File: config.mk
export PLATFORM = sky130hd
export DESIGN_NAME = scc_top
export DESIGN_NICKNAME = d
export VERILOG_FILES = /design/src/verilog/scc_pkg.sv /design/src/verilog/scc_sync.sv /design/src/verilog/scc_top.sv
export SDC_FILE = /design/constraint.sdc
export NUM_CORES = 1
export LEC_CHECK = 0
export ABC_AREA = 1
export ABC_CLOCK_PERIOD_IN_PS = 1650
export BUFFER_PORTS_ARGS = -buffer_cell sky130_fd_sc_hd__buf_4
export CORE_ASPECT_RATIO = 1.5
export CORE_MARGIN = 2
export CORE_UTILIZATION = 50
export DETAILED_ROUTE_END_ITERATION = 6
export PLACE_DENSITY = 0.81
export SLEW_MARGIN = 20
export SYNTH_ARGS = -nofsm -noshare
export SYNTH_HDL_FRONTEND = slang
export SYNTH_SLANG_ARGS = --single-unit
File: constraint.sdc
create_clock -name pclk -period 1.65 [get_ports pclk]
set_input_delay 0.165 -clock pclk [delete_from_list [all_inputs] [get_ports pclk]]
set_output_delay 0.165 -clock pclk [all_outputs]
set_load 0.02 [all_outputs]
File: src/verilog/scc_pkg.sv
// package: constants and carriers for the system clock source control block
package scc_pkg;

    // register offsets on the apb bus (byte addresses)
    localparam logic [7:0] TRIM_OFS      = 8'h00;
    localparam logic [7:0] SETUP_OFS     = 8'h04;
    localparam logic [7:0] STATUS_OFS    = 8'h08;
    localparam logic [7:0] CTRL_OFS      = 8'h0C;

    localparam int         TRIM_W        = 5;
    localparam logic [4:0] TRIM_RST      = 5'h00;
    localparam logic [4:0] TRIM_MAX      = 5'h0F;
    localparam logic [4:0] TRIM_MIN      = 5'h10;

    // setup word fields
    localparam int         SEL_LSB       = 0;
    localparam int         SEL_W         = 3;
    localparam int         POWER_UP_DELAY_TIMER_EN_BIT   = 4;
    localparam int         IFS_BIT       = 7;

    // clock source select encodings, parameterised by the top module
    localparam logic [2:0] ENC_LP        = 3'h0;
    localparam logic [2:0] ENC_XT        = 3'h1;
    localparam logic [2:0] ENC_HS        = 3'h2;
    localparam logic [2:0] ENC_EXT       = 3'h3;
    localparam logic [2:0] ENC_INT_PIN   = 3'h4;
    localparam logic [2:0] ENC_INT_OUT   = 3'h5;
    localparam logic [2:0] ENC_RC_PIN    = 3'h6;
    localparam logic [2:0] ENC_RC_OUT    = 3'h7;

    // settle counts
    localparam int         SETTLE_OSC    = 1024;
    localparam int         SETTLE_W      = 11;
    localparam logic [10:0] SETTLE_LAST  = 11'(SETTLE_OSC - 1);
    localparam int         EXT_RC_INSTR  = 2;
    localparam int         INSTR_CYC     = 4;
    localparam logic [10:0] EXT_RC_LAST  = 11'(EXT_RC_INSTR * INSTR_CYC - 1);

    // internal warm-up delay, time and derived cycle count at pclk
    localparam int         CLK_HZ        = 10_000_000;
    localparam int         WARMUP_US     = 5;
    localparam int         WARMUP_CYC    = (WARMUP_US * (CLK_HZ / 1_000_000));
    localparam logic [10:0] WARMUP_LAST  = 11'(WARMUP_CYC - 1);

    localparam logic [1:0] DIV4_LAST     = 2'h3;

    // amplifier gain codes
    localparam logic [1:0] GAIN_OFF      = 2'h0;
    localparam logic [1:0] GAIN_LOW      = 2'h1;
    localparam logic [1:0] GAIN_MID      = 2'h2;
    localparam logic [1:0] GAIN_HIGH     = 2'h3;

    typedef enum logic [3:0] {
        MODE_EXT, MODE_LP, MODE_XT, MODE_HS,
        MODE_RC_OUT, MODE_RC_PIN, MODE_INT_OUT, MODE_INT_PIN
    } scc_mode_t;

    typedef struct packed {
        logic        psel;
        logic        penable;
        logic        pwrite;
        logic [7:0]  paddr;
        logic [31:0] pwdata;
    } scc_apb_req_t;

    typedef struct packed {
        logic [31:0] prdata;
        logic        pready;
        logic        pslverr;
    } scc_apb_rsp_t;

    // pin control: oe low means the block drives the pin
    typedef struct packed {
        logic primary_gpio;
        logic secondary_gpio;
        logic clock_out_pin;
        logic clock_out_oe_n;
    } scc_pins_t;

endpackage

File: src/verilog/scc_sync.sv
// two-flop level synchroniser
`timescale 1ns/1ps
module scc_sync
    import scc_pkg::*;
(
    input  wire logic pclk,     // system clock
    input  wire logic presetn,  // async reset, active low
    input  wire logic d,        // asynchronous level
    output logic      q         // synchronised level
);
    typedef struct packed {
        logic s1;
        logic s2;
    } scc_sync_st_t;

    scc_sync_st_t st_q;
    scc_sync_st_t st_d;

    always_comb
    begin
        st_d.s1 = d;
        st_d.s2 = st_q.s1;
    end

    always_ff @(posedge pclk or negedge presetn)
    begin
        if (!presetn)
            st_q <= '0;
        else
            st_q <= st_d;
    end

    assign q = st_q.s2;
endmodule

File: src/verilog/scc_top.sv
// system clock source selection, settle timer and frequency trim
//
// Added by the designer: the APB slave port and the register offsets.
`timescale 1ns/1ps

//Contract
// crystal modes wait 1024 primary pin oscillations before clock is stable.
// settle timer starts after power-on (post delay timer) and each sleep wake.
// while settling, program counter holds and execution is suspended.
// any clock source switch inserts a stabilisation delay.
// external clock mode skips the settle timer entirely.
// external clock mode takes primary pin, frees secondary pin.
// fully static logic; clock stop just halts, state kept.
// crystal gain: low power lowest, medium middle, high gain highest.
// rc with output drives clock out at oscillator divided by four; the code divides pclk by four, not the primary pin oscillator.
// rc pin mode: rc on primary, secondary pin is gpio.
// internal oscillator runs 4 or 8 MHz per select bit.
// setup word select field picks the driving oscillator mode.
// internal with output: primary gpio, clock out is divided by four.
// internal pin mode frees both oscillator pins.
// trim register is 5-bit two's complement, default zero.
// trim 01111 maximum, 00000 calibrated, 10000 minimum, monotonic.
// trim write shifts frequency with execution running, no done status.
// trim clears on power-on or brown-out only, kept on other resets.
// select field chooses among eight clock modes.
// select field encoding is a parameter.
// settle count runs on raw oscillator, done is synchronised; the code counts synchronised oscillator edges on pclk.
module scc_top
    import scc_pkg::*;
#(
    parameter logic [2:0] P_ENC_LP      = ENC_LP,
    parameter logic [2:0] P_ENC_XT      = ENC_XT,
    parameter logic [2:0] P_ENC_HS      = ENC_HS,
    parameter logic [2:0] P_ENC_EXT     = ENC_EXT,
    parameter logic [2:0] P_ENC_INT_PIN = ENC_INT_PIN,
    parameter logic [2:0] P_ENC_INT_OUT = ENC_INT_OUT,
    parameter logic [2:0] P_ENC_RC_PIN  = ENC_RC_PIN,
    parameter logic [2:0] P_ENC_RC_OUT  = ENC_RC_OUT
)
(
    input  wire logic         pclk,          // system clock, 10 MHz
    input  wire logic         presetn,       // async reset, active low
    input  wire logic         por_bor_n,     // power-on/brown-out reset, low
    input  wire logic         psel,          // apb select
    input  wire logic         penable,       // apb enable
    input  wire logic         pwrite,        // apb write
    input  wire logic [7:0]   paddr,         // apb byte address
    input  wire logic [31:0]  pwdata,        // apb write data
    output logic [31:0]       prdata,        // apb read data
    output logic              pready,        // apb ready
    output logic              pslverr,       // apb error
    input  wire logic [7:0]   setup_word,    // device setup word
    input  wire logic         power_up_delay_timer_expired,  // power-up delay timer done
    input  wire logic         wake_event,    // one pulse on sleep wake-up
    input  wire logic         primary_osc,   // raw primary clock pin level
    output logic              run_enable,    // high when execution may run
    output logic [1:0]        amp_gain,      // crystal amplifier gain
    output logic              int_freq_hi,   // internal osc at 8 MHz
    output logic [4:0]        freq_trim_bits,// trim to internal oscillator
    output logic              primary_gpio,  // primary pin freed for gpio
    output logic              secondary_gpio,// secondary pin freed for gpio
    output logic              clock_out_pin, // clock out level
    output logic              clock_out_oe_n // clock out drive, active low
);

    typedef enum logic [1:0] {
        ST_WAIT_PWR, ST_SETTLE, ST_RUN
    } scc_state_t;

    // all block state but the trim register in one struct, per house style
    typedef struct packed {
        scc_state_t     state;
        scc_mode_t      mode;
        logic [10:0]    cnt;
        logic           prev_osc;
        logic [1:0]     div;
        logic           cko;
        logic           run;
        logic [31:0]    rdata;
        logic           err;
        logic           restart_req;
    } scc_st_t;

    scc_st_t   st_q;
    scc_st_t   st_d;
    scc_mode_t sel_mode;
    logic      osc_s;
    logic      osc_rise;
    logic      apb_access;
    logic      apb_wr;
    logic      trim_wr;
    logic [4:0] trim_q;
    logic [4:0] trim_d;
    logic      mode_switch;
    logic      apb_rd_setup;
    scc_apb_req_t req;
    scc_apb_rsp_t rsp;
    scc_pins_t    pins;


    // oscillator level synchronised before any edge logic looks at it
    scc_sync u_osc_sync
    (
        .pclk    (pclk),
        .presetn (presetn),
        .d       (primary_osc),
        .q       (osc_s)
    );

    assign osc_rise = osc_s & ~st_q.prev_osc;


    // decode select field through parameterised encodings
    always_comb
    begin
        case (setup_word[SEL_LSB +: SEL_W])
            P_ENC_LP:      sel_mode = MODE_LP;
            P_ENC_XT:      sel_mode = MODE_XT;
            P_ENC_HS:      sel_mode = MODE_HS;
            P_ENC_EXT:     sel_mode = MODE_EXT;
            P_ENC_INT_PIN: sel_mode = MODE_INT_PIN;
            P_ENC_INT_OUT: sel_mode = MODE_INT_OUT;
            P_ENC_RC_PIN:  sel_mode = MODE_RC_PIN;
            P_ENC_RC_OUT:  sel_mode = MODE_RC_OUT;
            default:       sel_mode = MODE_EXT;
        endcase
    end

    // bus inputs travel as one carrier inside the block
    always_comb
    begin
        req.psel    = psel;
        req.penable = penable;
        req.pwrite  = pwrite;
        req.paddr   = paddr;
        req.pwdata  = pwdata;
    end

    assign apb_access   = req.psel & req.penable;
    assign apb_wr       = apb_access & req.pwrite;
    assign trim_wr      = apb_wr & (req.paddr == TRIM_OFS);
    // read data is captured in the setup cycle so it stands in the access
    assign apb_rd_setup = req.psel & ~req.penable & ~req.pwrite;

    // a new select value or a software restart both count as a switch
    assign mode_switch  = (sel_mode != st_q.mode) || st_q.restart_req;


    // trim survives the ordinary reset; only power-on/brown-out clears it
    // kept apart from the block state: it lives in the power-on reset
    // domain and has to outlive the ordinary reset
    always_comb
    begin
        trim_d = trim_q;
        if (trim_wr)
            trim_d = req.pwdata[TRIM_W-1:0];
    end

    always_ff @(posedge pclk or negedge por_bor_n)
    begin
        if (!por_bor_n)
            trim_q <= TRIM_RST;
        else
            trim_q <= trim_d;
    end

    always_comb
    begin
        st_d          = st_q;
        st_d.prev_osc = osc_s;
        st_d.err      = 1'b0;

        case (st_q.state)
            ST_WAIT_PWR:
            begin

                // settle begins once the power-up delay has run
                if (power_up_delay_timer_expired || !setup_word[POWER_UP_DELAY_TIMER_EN_BIT])
                begin
                    st_d.state = ST_SETTLE;
                    st_d.cnt   = '0;
                end
            end
            ST_SETTLE:
            begin
                case (st_q.mode)
                    MODE_LP, MODE_XT, MODE_HS:
                    begin

                        // count rising edges of the synchronised oscillator level
                        if (osc_rise)
                        begin
                            if (st_q.cnt == SETTLE_LAST)
                                st_d.state = ST_RUN;
                            else
                                st_d.cnt = st_q.cnt + 11'h001;
                        end
                    end

                    // external clock: no settle count, settle lasts a single cycle
                    MODE_EXT:
                        st_d.state = ST_RUN;
                    MODE_INT_OUT, MODE_INT_PIN:
                    begin
                        if (st_q.cnt == WARMUP_LAST)
                            st_d.state = ST_RUN;
                        else
                            st_d.cnt = st_q.cnt + 11'h001;
                    end
                    default:
                    begin
                        if (st_q.cnt == EXT_RC_LAST)
                            st_d.state = ST_RUN;
                        else
                            st_d.cnt = st_q.cnt + 11'h001;
                    end
                endcase
            end
            ST_RUN:
            begin

                // every wake-up from sleep re-arms the settle timer
                if (wake_event)
                begin
                    st_d.state = ST_SETTLE;
                    st_d.cnt   = '0;
                end
            end
            default:
                st_d.state = ST_WAIT_PWR;
        endcase


        // a new source or software restart re-runs the delay; placed after
        // the state case so a switch in mid-settle restarts the count
        if (mode_switch)
        begin
            st_d.mode        = sel_mode;
            st_d.restart_req = 1'b0;
            if (st_q.state != ST_WAIT_PWR)
            begin
                st_d.state = ST_SETTLE;
                st_d.cnt   = '0;
            end
        end


        // execution enable follows the run state only
        st_d.run = (st_d.state == ST_RUN);


        // clock out toggles every two ticks, giving one quarter rate
        if (st_q.div == DIV4_LAST)
            st_d.div = '0;
        else
            st_d.div = st_q.div + 2'h1;
        if (st_q.div[0])
            st_d.cko = ~st_q.cko;

        // apb: zero wait states, unmapped reads return error
        if (apb_rd_setup)
        begin
            case (req.paddr)
                TRIM_OFS:   st_d.rdata = {27'h0, trim_q};
                SETUP_OFS:  st_d.rdata = {24'h0, setup_word};
                STATUS_OFS: st_d.rdata = {26'h0, st_q.mode[2:0],
                                          st_q.state, st_q.run};
                CTRL_OFS:   st_d.rdata = 32'h0;
                default:    st_d.rdata = 32'h0;
            endcase
        end
        if (apb_access)
        begin
            case (req.paddr)
                TRIM_OFS, STATUS_OFS, SETUP_OFS: st_d.err = 1'b0;
                CTRL_OFS:
                    if (req.pwrite && req.pwdata[0])
                        st_d.restart_req = 1'b1;
                default: st_d.err = 1'b1;
            endcase
        end
    end


    // everything moves only on pclk; a stopped clock freezes all state
    always_ff @(posedge pclk or negedge presetn)
    begin
        if (!presetn)
        begin
            st_q       <= '0;
            st_q.state <= ST_WAIT_PWR;
            st_q.mode  <= MODE_EXT;
        end
        else
            st_q <= st_d;
    end


    // amplifier gain per crystal mode
    always_comb
    begin
        case (st_q.mode)
            MODE_LP: amp_gain = GAIN_LOW;
            MODE_XT: amp_gain = GAIN_MID;
            MODE_HS: amp_gain = GAIN_HIGH;
            default: amp_gain = GAIN_OFF;
        endcase
    end


    // pin ownership per mode
    always_comb
    begin
        pins.primary_gpio   = (st_q.mode == MODE_INT_OUT) ||
                              (st_q.mode == MODE_INT_PIN);
        pins.secondary_gpio = (st_q.mode == MODE_EXT)     ||
                              (st_q.mode == MODE_RC_PIN)  ||
                              (st_q.mode == MODE_INT_PIN);
        pins.clock_out_oe_n = !((st_q.mode == MODE_RC_OUT) ||
                                (st_q.mode == MODE_INT_OUT));
        // a released pin shows low rather than the running divider
        pins.clock_out_pin  = st_q.cko & ~pins.clock_out_oe_n;
    end

    assign primary_gpio   = pins.primary_gpio;
    assign secondary_gpio = pins.secondary_gpio;
    assign clock_out_oe_n = pins.clock_out_oe_n;


    // internal frequency select bit picks 8 MHz when set
    assign int_freq_hi = setup_word[IFS_BIT];


    // trim goes straight to the oscillator; no completion flag exists
    assign freq_trim_bits = trim_q;

    // zero wait states: the slave answers in the first access cycle
    always_comb
    begin
        rsp.prdata  = st_q.rdata;
        rsp.pready  = 1'b1;
        rsp.pslverr = st_q.err;
    end

    assign clock_out_pin = pins.clock_out_pin;
    assign run_enable    = st_q.run;
    assign prdata        = rsp.prdata;
    assign pready        = rsp.pready;
    assign pslverr       = rsp.pslverr;

endmodule

==> summary.txt <==
TritonCTS clock tree -> done
Unrepaired setup endpoints after global routing -> true
Chain of cells forming the critical path -> ha_2 -> nand2_4 -> nor2_4 -> nand3_4 -> nand2_4 -> buf_4 -> nand2_1 -> nand2_1 -> nand2_1 -> nand2_1 -> nand2_1 -> a21oi_1
Iter 0 DRT Violations -> 143
Global placer's final weighted congestion -> 0.986
DRT Pass-1 Iters -> 5
Required time of the critical path -> 1880 ps
Average footprint of a synthesized cell -> 6.76 sq um
Setup violations, final -> 8
Later-pin clock latency in the skew report -> 300 ps
Number of top-level design ports -> 104
Non-filler cells in the finished layout -> 560
PortBufs -> 51
Worst VDD drop -> 0.000587 V
Status -> finished, violations left
Slowest-stage cell, CP -> dfrtp_1
Place WS -> -28.1 ps
Sequential share of power -> 0.400
# clock sinks -> 38
Unique masters post-synth -> 34
Class of the tightest hold or removal check -> in2reg
Crit path to -> st_q[47]
Synth Cell Area -> 2810 sq um
Relative contribution of combinational cells to total power -> 0.317
Number of nets with antenna violations after routing -> 0
Max-slew violation count -> 0
Power Density -> 718 nW/um^2
Endpoint of the worst-slack reg-to-reg timing path -> st_q[47]
Largest fanout of any net on the critical path -> 4
Post-Route WL -> 7740 um
Worst setup path startpoint -> st_q[40]
Fin Setup TNS -> -226 ps
CTS root buf -> clkbuf_8
Fraction of post-synthesis cell area in the top cell type by area -> 0.338
Worst flop-to-flop path startpoint -> st_q[40]
Relative contribution of the clock network to total power -> 0.283
Ratio of final minimum period to clock period -> 1.05
Worst path arrival time -> 1960 ps
Number of warning messages in the yosys log -> 0
Proportion of layout cells with a drive suffix above 1 -> 0.304
Number of levels the H-tree was split into -> 2
Net Sw Frac -> 0.374
Setup slack of the worst register-to-register path -> -80 ps
Number of buffers between clock root and the deepest sink -> 2
Nets -> 549
Most used cell, CP -> nand2_1
Vias after detailed routing -> 2890
Number of max-capacitance violations reported -> 0
Endpoint type of the worst setup path -> flop
Pin count of the biggest net entering global routing -> 34
Final number of hold-violating endpoints -> 0
Antenna violations before repair -> 0
TritonCTS buffer count -> 5
Internal Dissipation -> 1620 uW
Synthesized netlist cell count -> 416
Crit-path max cell delay -> 430 ps
Die Y -> 95.9 um
DIE AREA -> 6250 sq um
R2r worst-path depth -> 12
Placed Instance Area -> 3240 sq um
Layout-stage area growth over the synthesis result -> 28.1%
Library cell occupying the most area in the post-synthesis netlist -> dfrtp_1
Antenna cell count -> 0
Register area share after synthesis -> 0.338
Clock Skew -> 5.98 ps
Upper clock frequency limit -> 0.579 GHz
Violations in the final reports -> negative setup slack
Post-Place Cells -> 541
Critical Setup Path Class -> reg2reg
Top cells by area, synth -> dfrtp_1 (34%), nand2_1 (17%), buf_4 (9.1%)
Area of the placeable core -> 5450 sq um
Floorplan die width -> 65.2 um
Cell row count -> 33
Worst-case setup margin in the final layout -> -78.2 ps
CTS clk-pin slew, worst paths -> 90 ps
#FFs+latches synth -> 38
Effective utilization at floorplan -> 0.516
First-pass GRT wire length -> 12000 um
Final cell area excluding filler cells -> 3600 sq um
Via-to-Cell Ratio -> 5.16
Remaining global-route overflow -> 0
GRT Resource Usage Total -> 0.249
Post-route DRC violation count -> 0
Min Hold Slack -> 54.4 ps
Psw -> 968 uW
Number of filler cells placed in the layout -> 468
Leakage dissipation -> 0.00184 uW
Final worst path period need -> 1730 ps
Type of origin of the critical path -> flop
Vias in the first global route -> 2695
Routed wire length per instance -> 13.8 um
Estimated wirelength of the detail-placed design -> 5630 um
[logic make-up (layout without fill, tap and decap cells)]
logic type      after synthesis  in the layout  share of synthesized area
buf+inv                      95            146                      0.174
simple gates                213            213                      0.347
flops                        38             38                      0.338
compound gates               61             61                      0.112
xor+xnor                      4              4                     0.0125
fa+ha+maj                     3              3                     0.0133
other cells                   2             25                    0.00267
[critical path: cells and delay by family, from the launching register on]
family | cells | cell delay (ps)
compound gates | 1 | 110
fa+ha+maj | 1 | 240
flops | 1 | 430
buf+inv | 1 | 120
simple gates | 9 | 760
[Yosys cell counts, drive strengths merged]
cell    count
a21oi      31
and3        1
buf        36
clkbuf      3
clkinv      3
conb        2
dfrtp      38
ha          3
inv        53
nand2     135
nand3      30
nand4       8
nor2       31
nor3        5
nor3b       1
nor4        2
o211ai      1
o21ai      26
o21bai      1
o221ai      1
o22ai       1
xor2        4
[power groups by stage]
stage,registers [uW],clock network (uW),logic (uW)
2_1_floorplan,1040,0,477
3_3_place_gp,1050,0,689
3_5_place_dp,1050,0,698
4_1_cts,1030,737,715
5_1_grt,1040,784,897
6_report,1030,731,821
[per-stage QoR]
stage          utilization  total power (uW)
3_3_place_gp         0.595              1740
2_1_floorplan            -              1520
4_1_cts              0.622              2480
5_1_grt              0.661              2720
3_5_place_dp         0.595              1750
6_report             0.661              2590
[worst min-delay path by stage]
| stage | startpoint | to | cells after the start |
|---|---|---|---|
| 6_report | setup_word[0] | st_q[50] | 2 |
| 5_1_grt | setup_word[0] | st_q[50] | 2 |
| 4_1_cts | setup_word[0] | st_q[50] | 2 |
| 3_5_place_dp | por_bor_n | freq_trim_bits[4] | 1 |
| 3_3_place_gp | por_bor_n | freq_trim_bits[4] | 1 |
| 2_1_floorplan | por_bor_n | freq_trim_bits[0] | 0 |
[flip-flops by register name, summed over array words and instances (netlist names)]
register,flops
prdata,8
run_enable,1
u_osc_sync.q,1
pslverr,1
st_q,21
freq_trim_bits,5
u_osc_sync.st_d,1
[cell usage in the layout, fill, tap and decap left out, types with 2 or more instances in the layout]
master / instances
nand2_1: 115
buf_4: 76
inv_1: 44
dfrtp_1: 34
conb_1: 25
nand3_1: 24
a21oi_1: 24
nor2_1: 23
nand2_2: 16
o21ai_0: 16
o21ai_1: 9
inv_2: 8
a21oi_2: 7
nand4_1: 7
nor2_4: 6
clkbuf_8: 6
nand2_4: 4
xor2_1: 4
dlygate4sd3_1: 4
dfrtp_2: 4
nand3_4: 3
nor3_1: 3
nand3_2: 3
nor2_2: 2
inv_4: 2
nor3_2: 2
inv_6: 2
ha_1: 2
buf_6: 2
[what timing repair did]
action | 4_1_cts | 5_1_grt
setup endpoints to repair | 8 | 15
hold endpoints to repair | 40 | 0
setup buffers | 1 | 6
hold buffers | 4 | 0
gates resized for setup | 1 | 51
pin swaps | 0 | 14
[cell type report]
type	instances	area [sq um]	share of cell area
timing repair buffer	82	633	0.176
clock inverter	2	16.3	0.00452
multi-input combinational	306	1610	0.446
clock buffer	6	82.6	0.0229
tap	70	87.6	0.0243
inverter	56	220	0.0611
sequential	38	956	0.265
[layer usage]
layer	vias to the layer above	wire length, um	global-route usage
met4	0	337	0.125
met1	1321	2750	0.249
met2	123	4200	0.490
li1	1416	-	-
met5	-	0	0
met3	30	448	0.0351
Power figures use the tool's default switching activity.
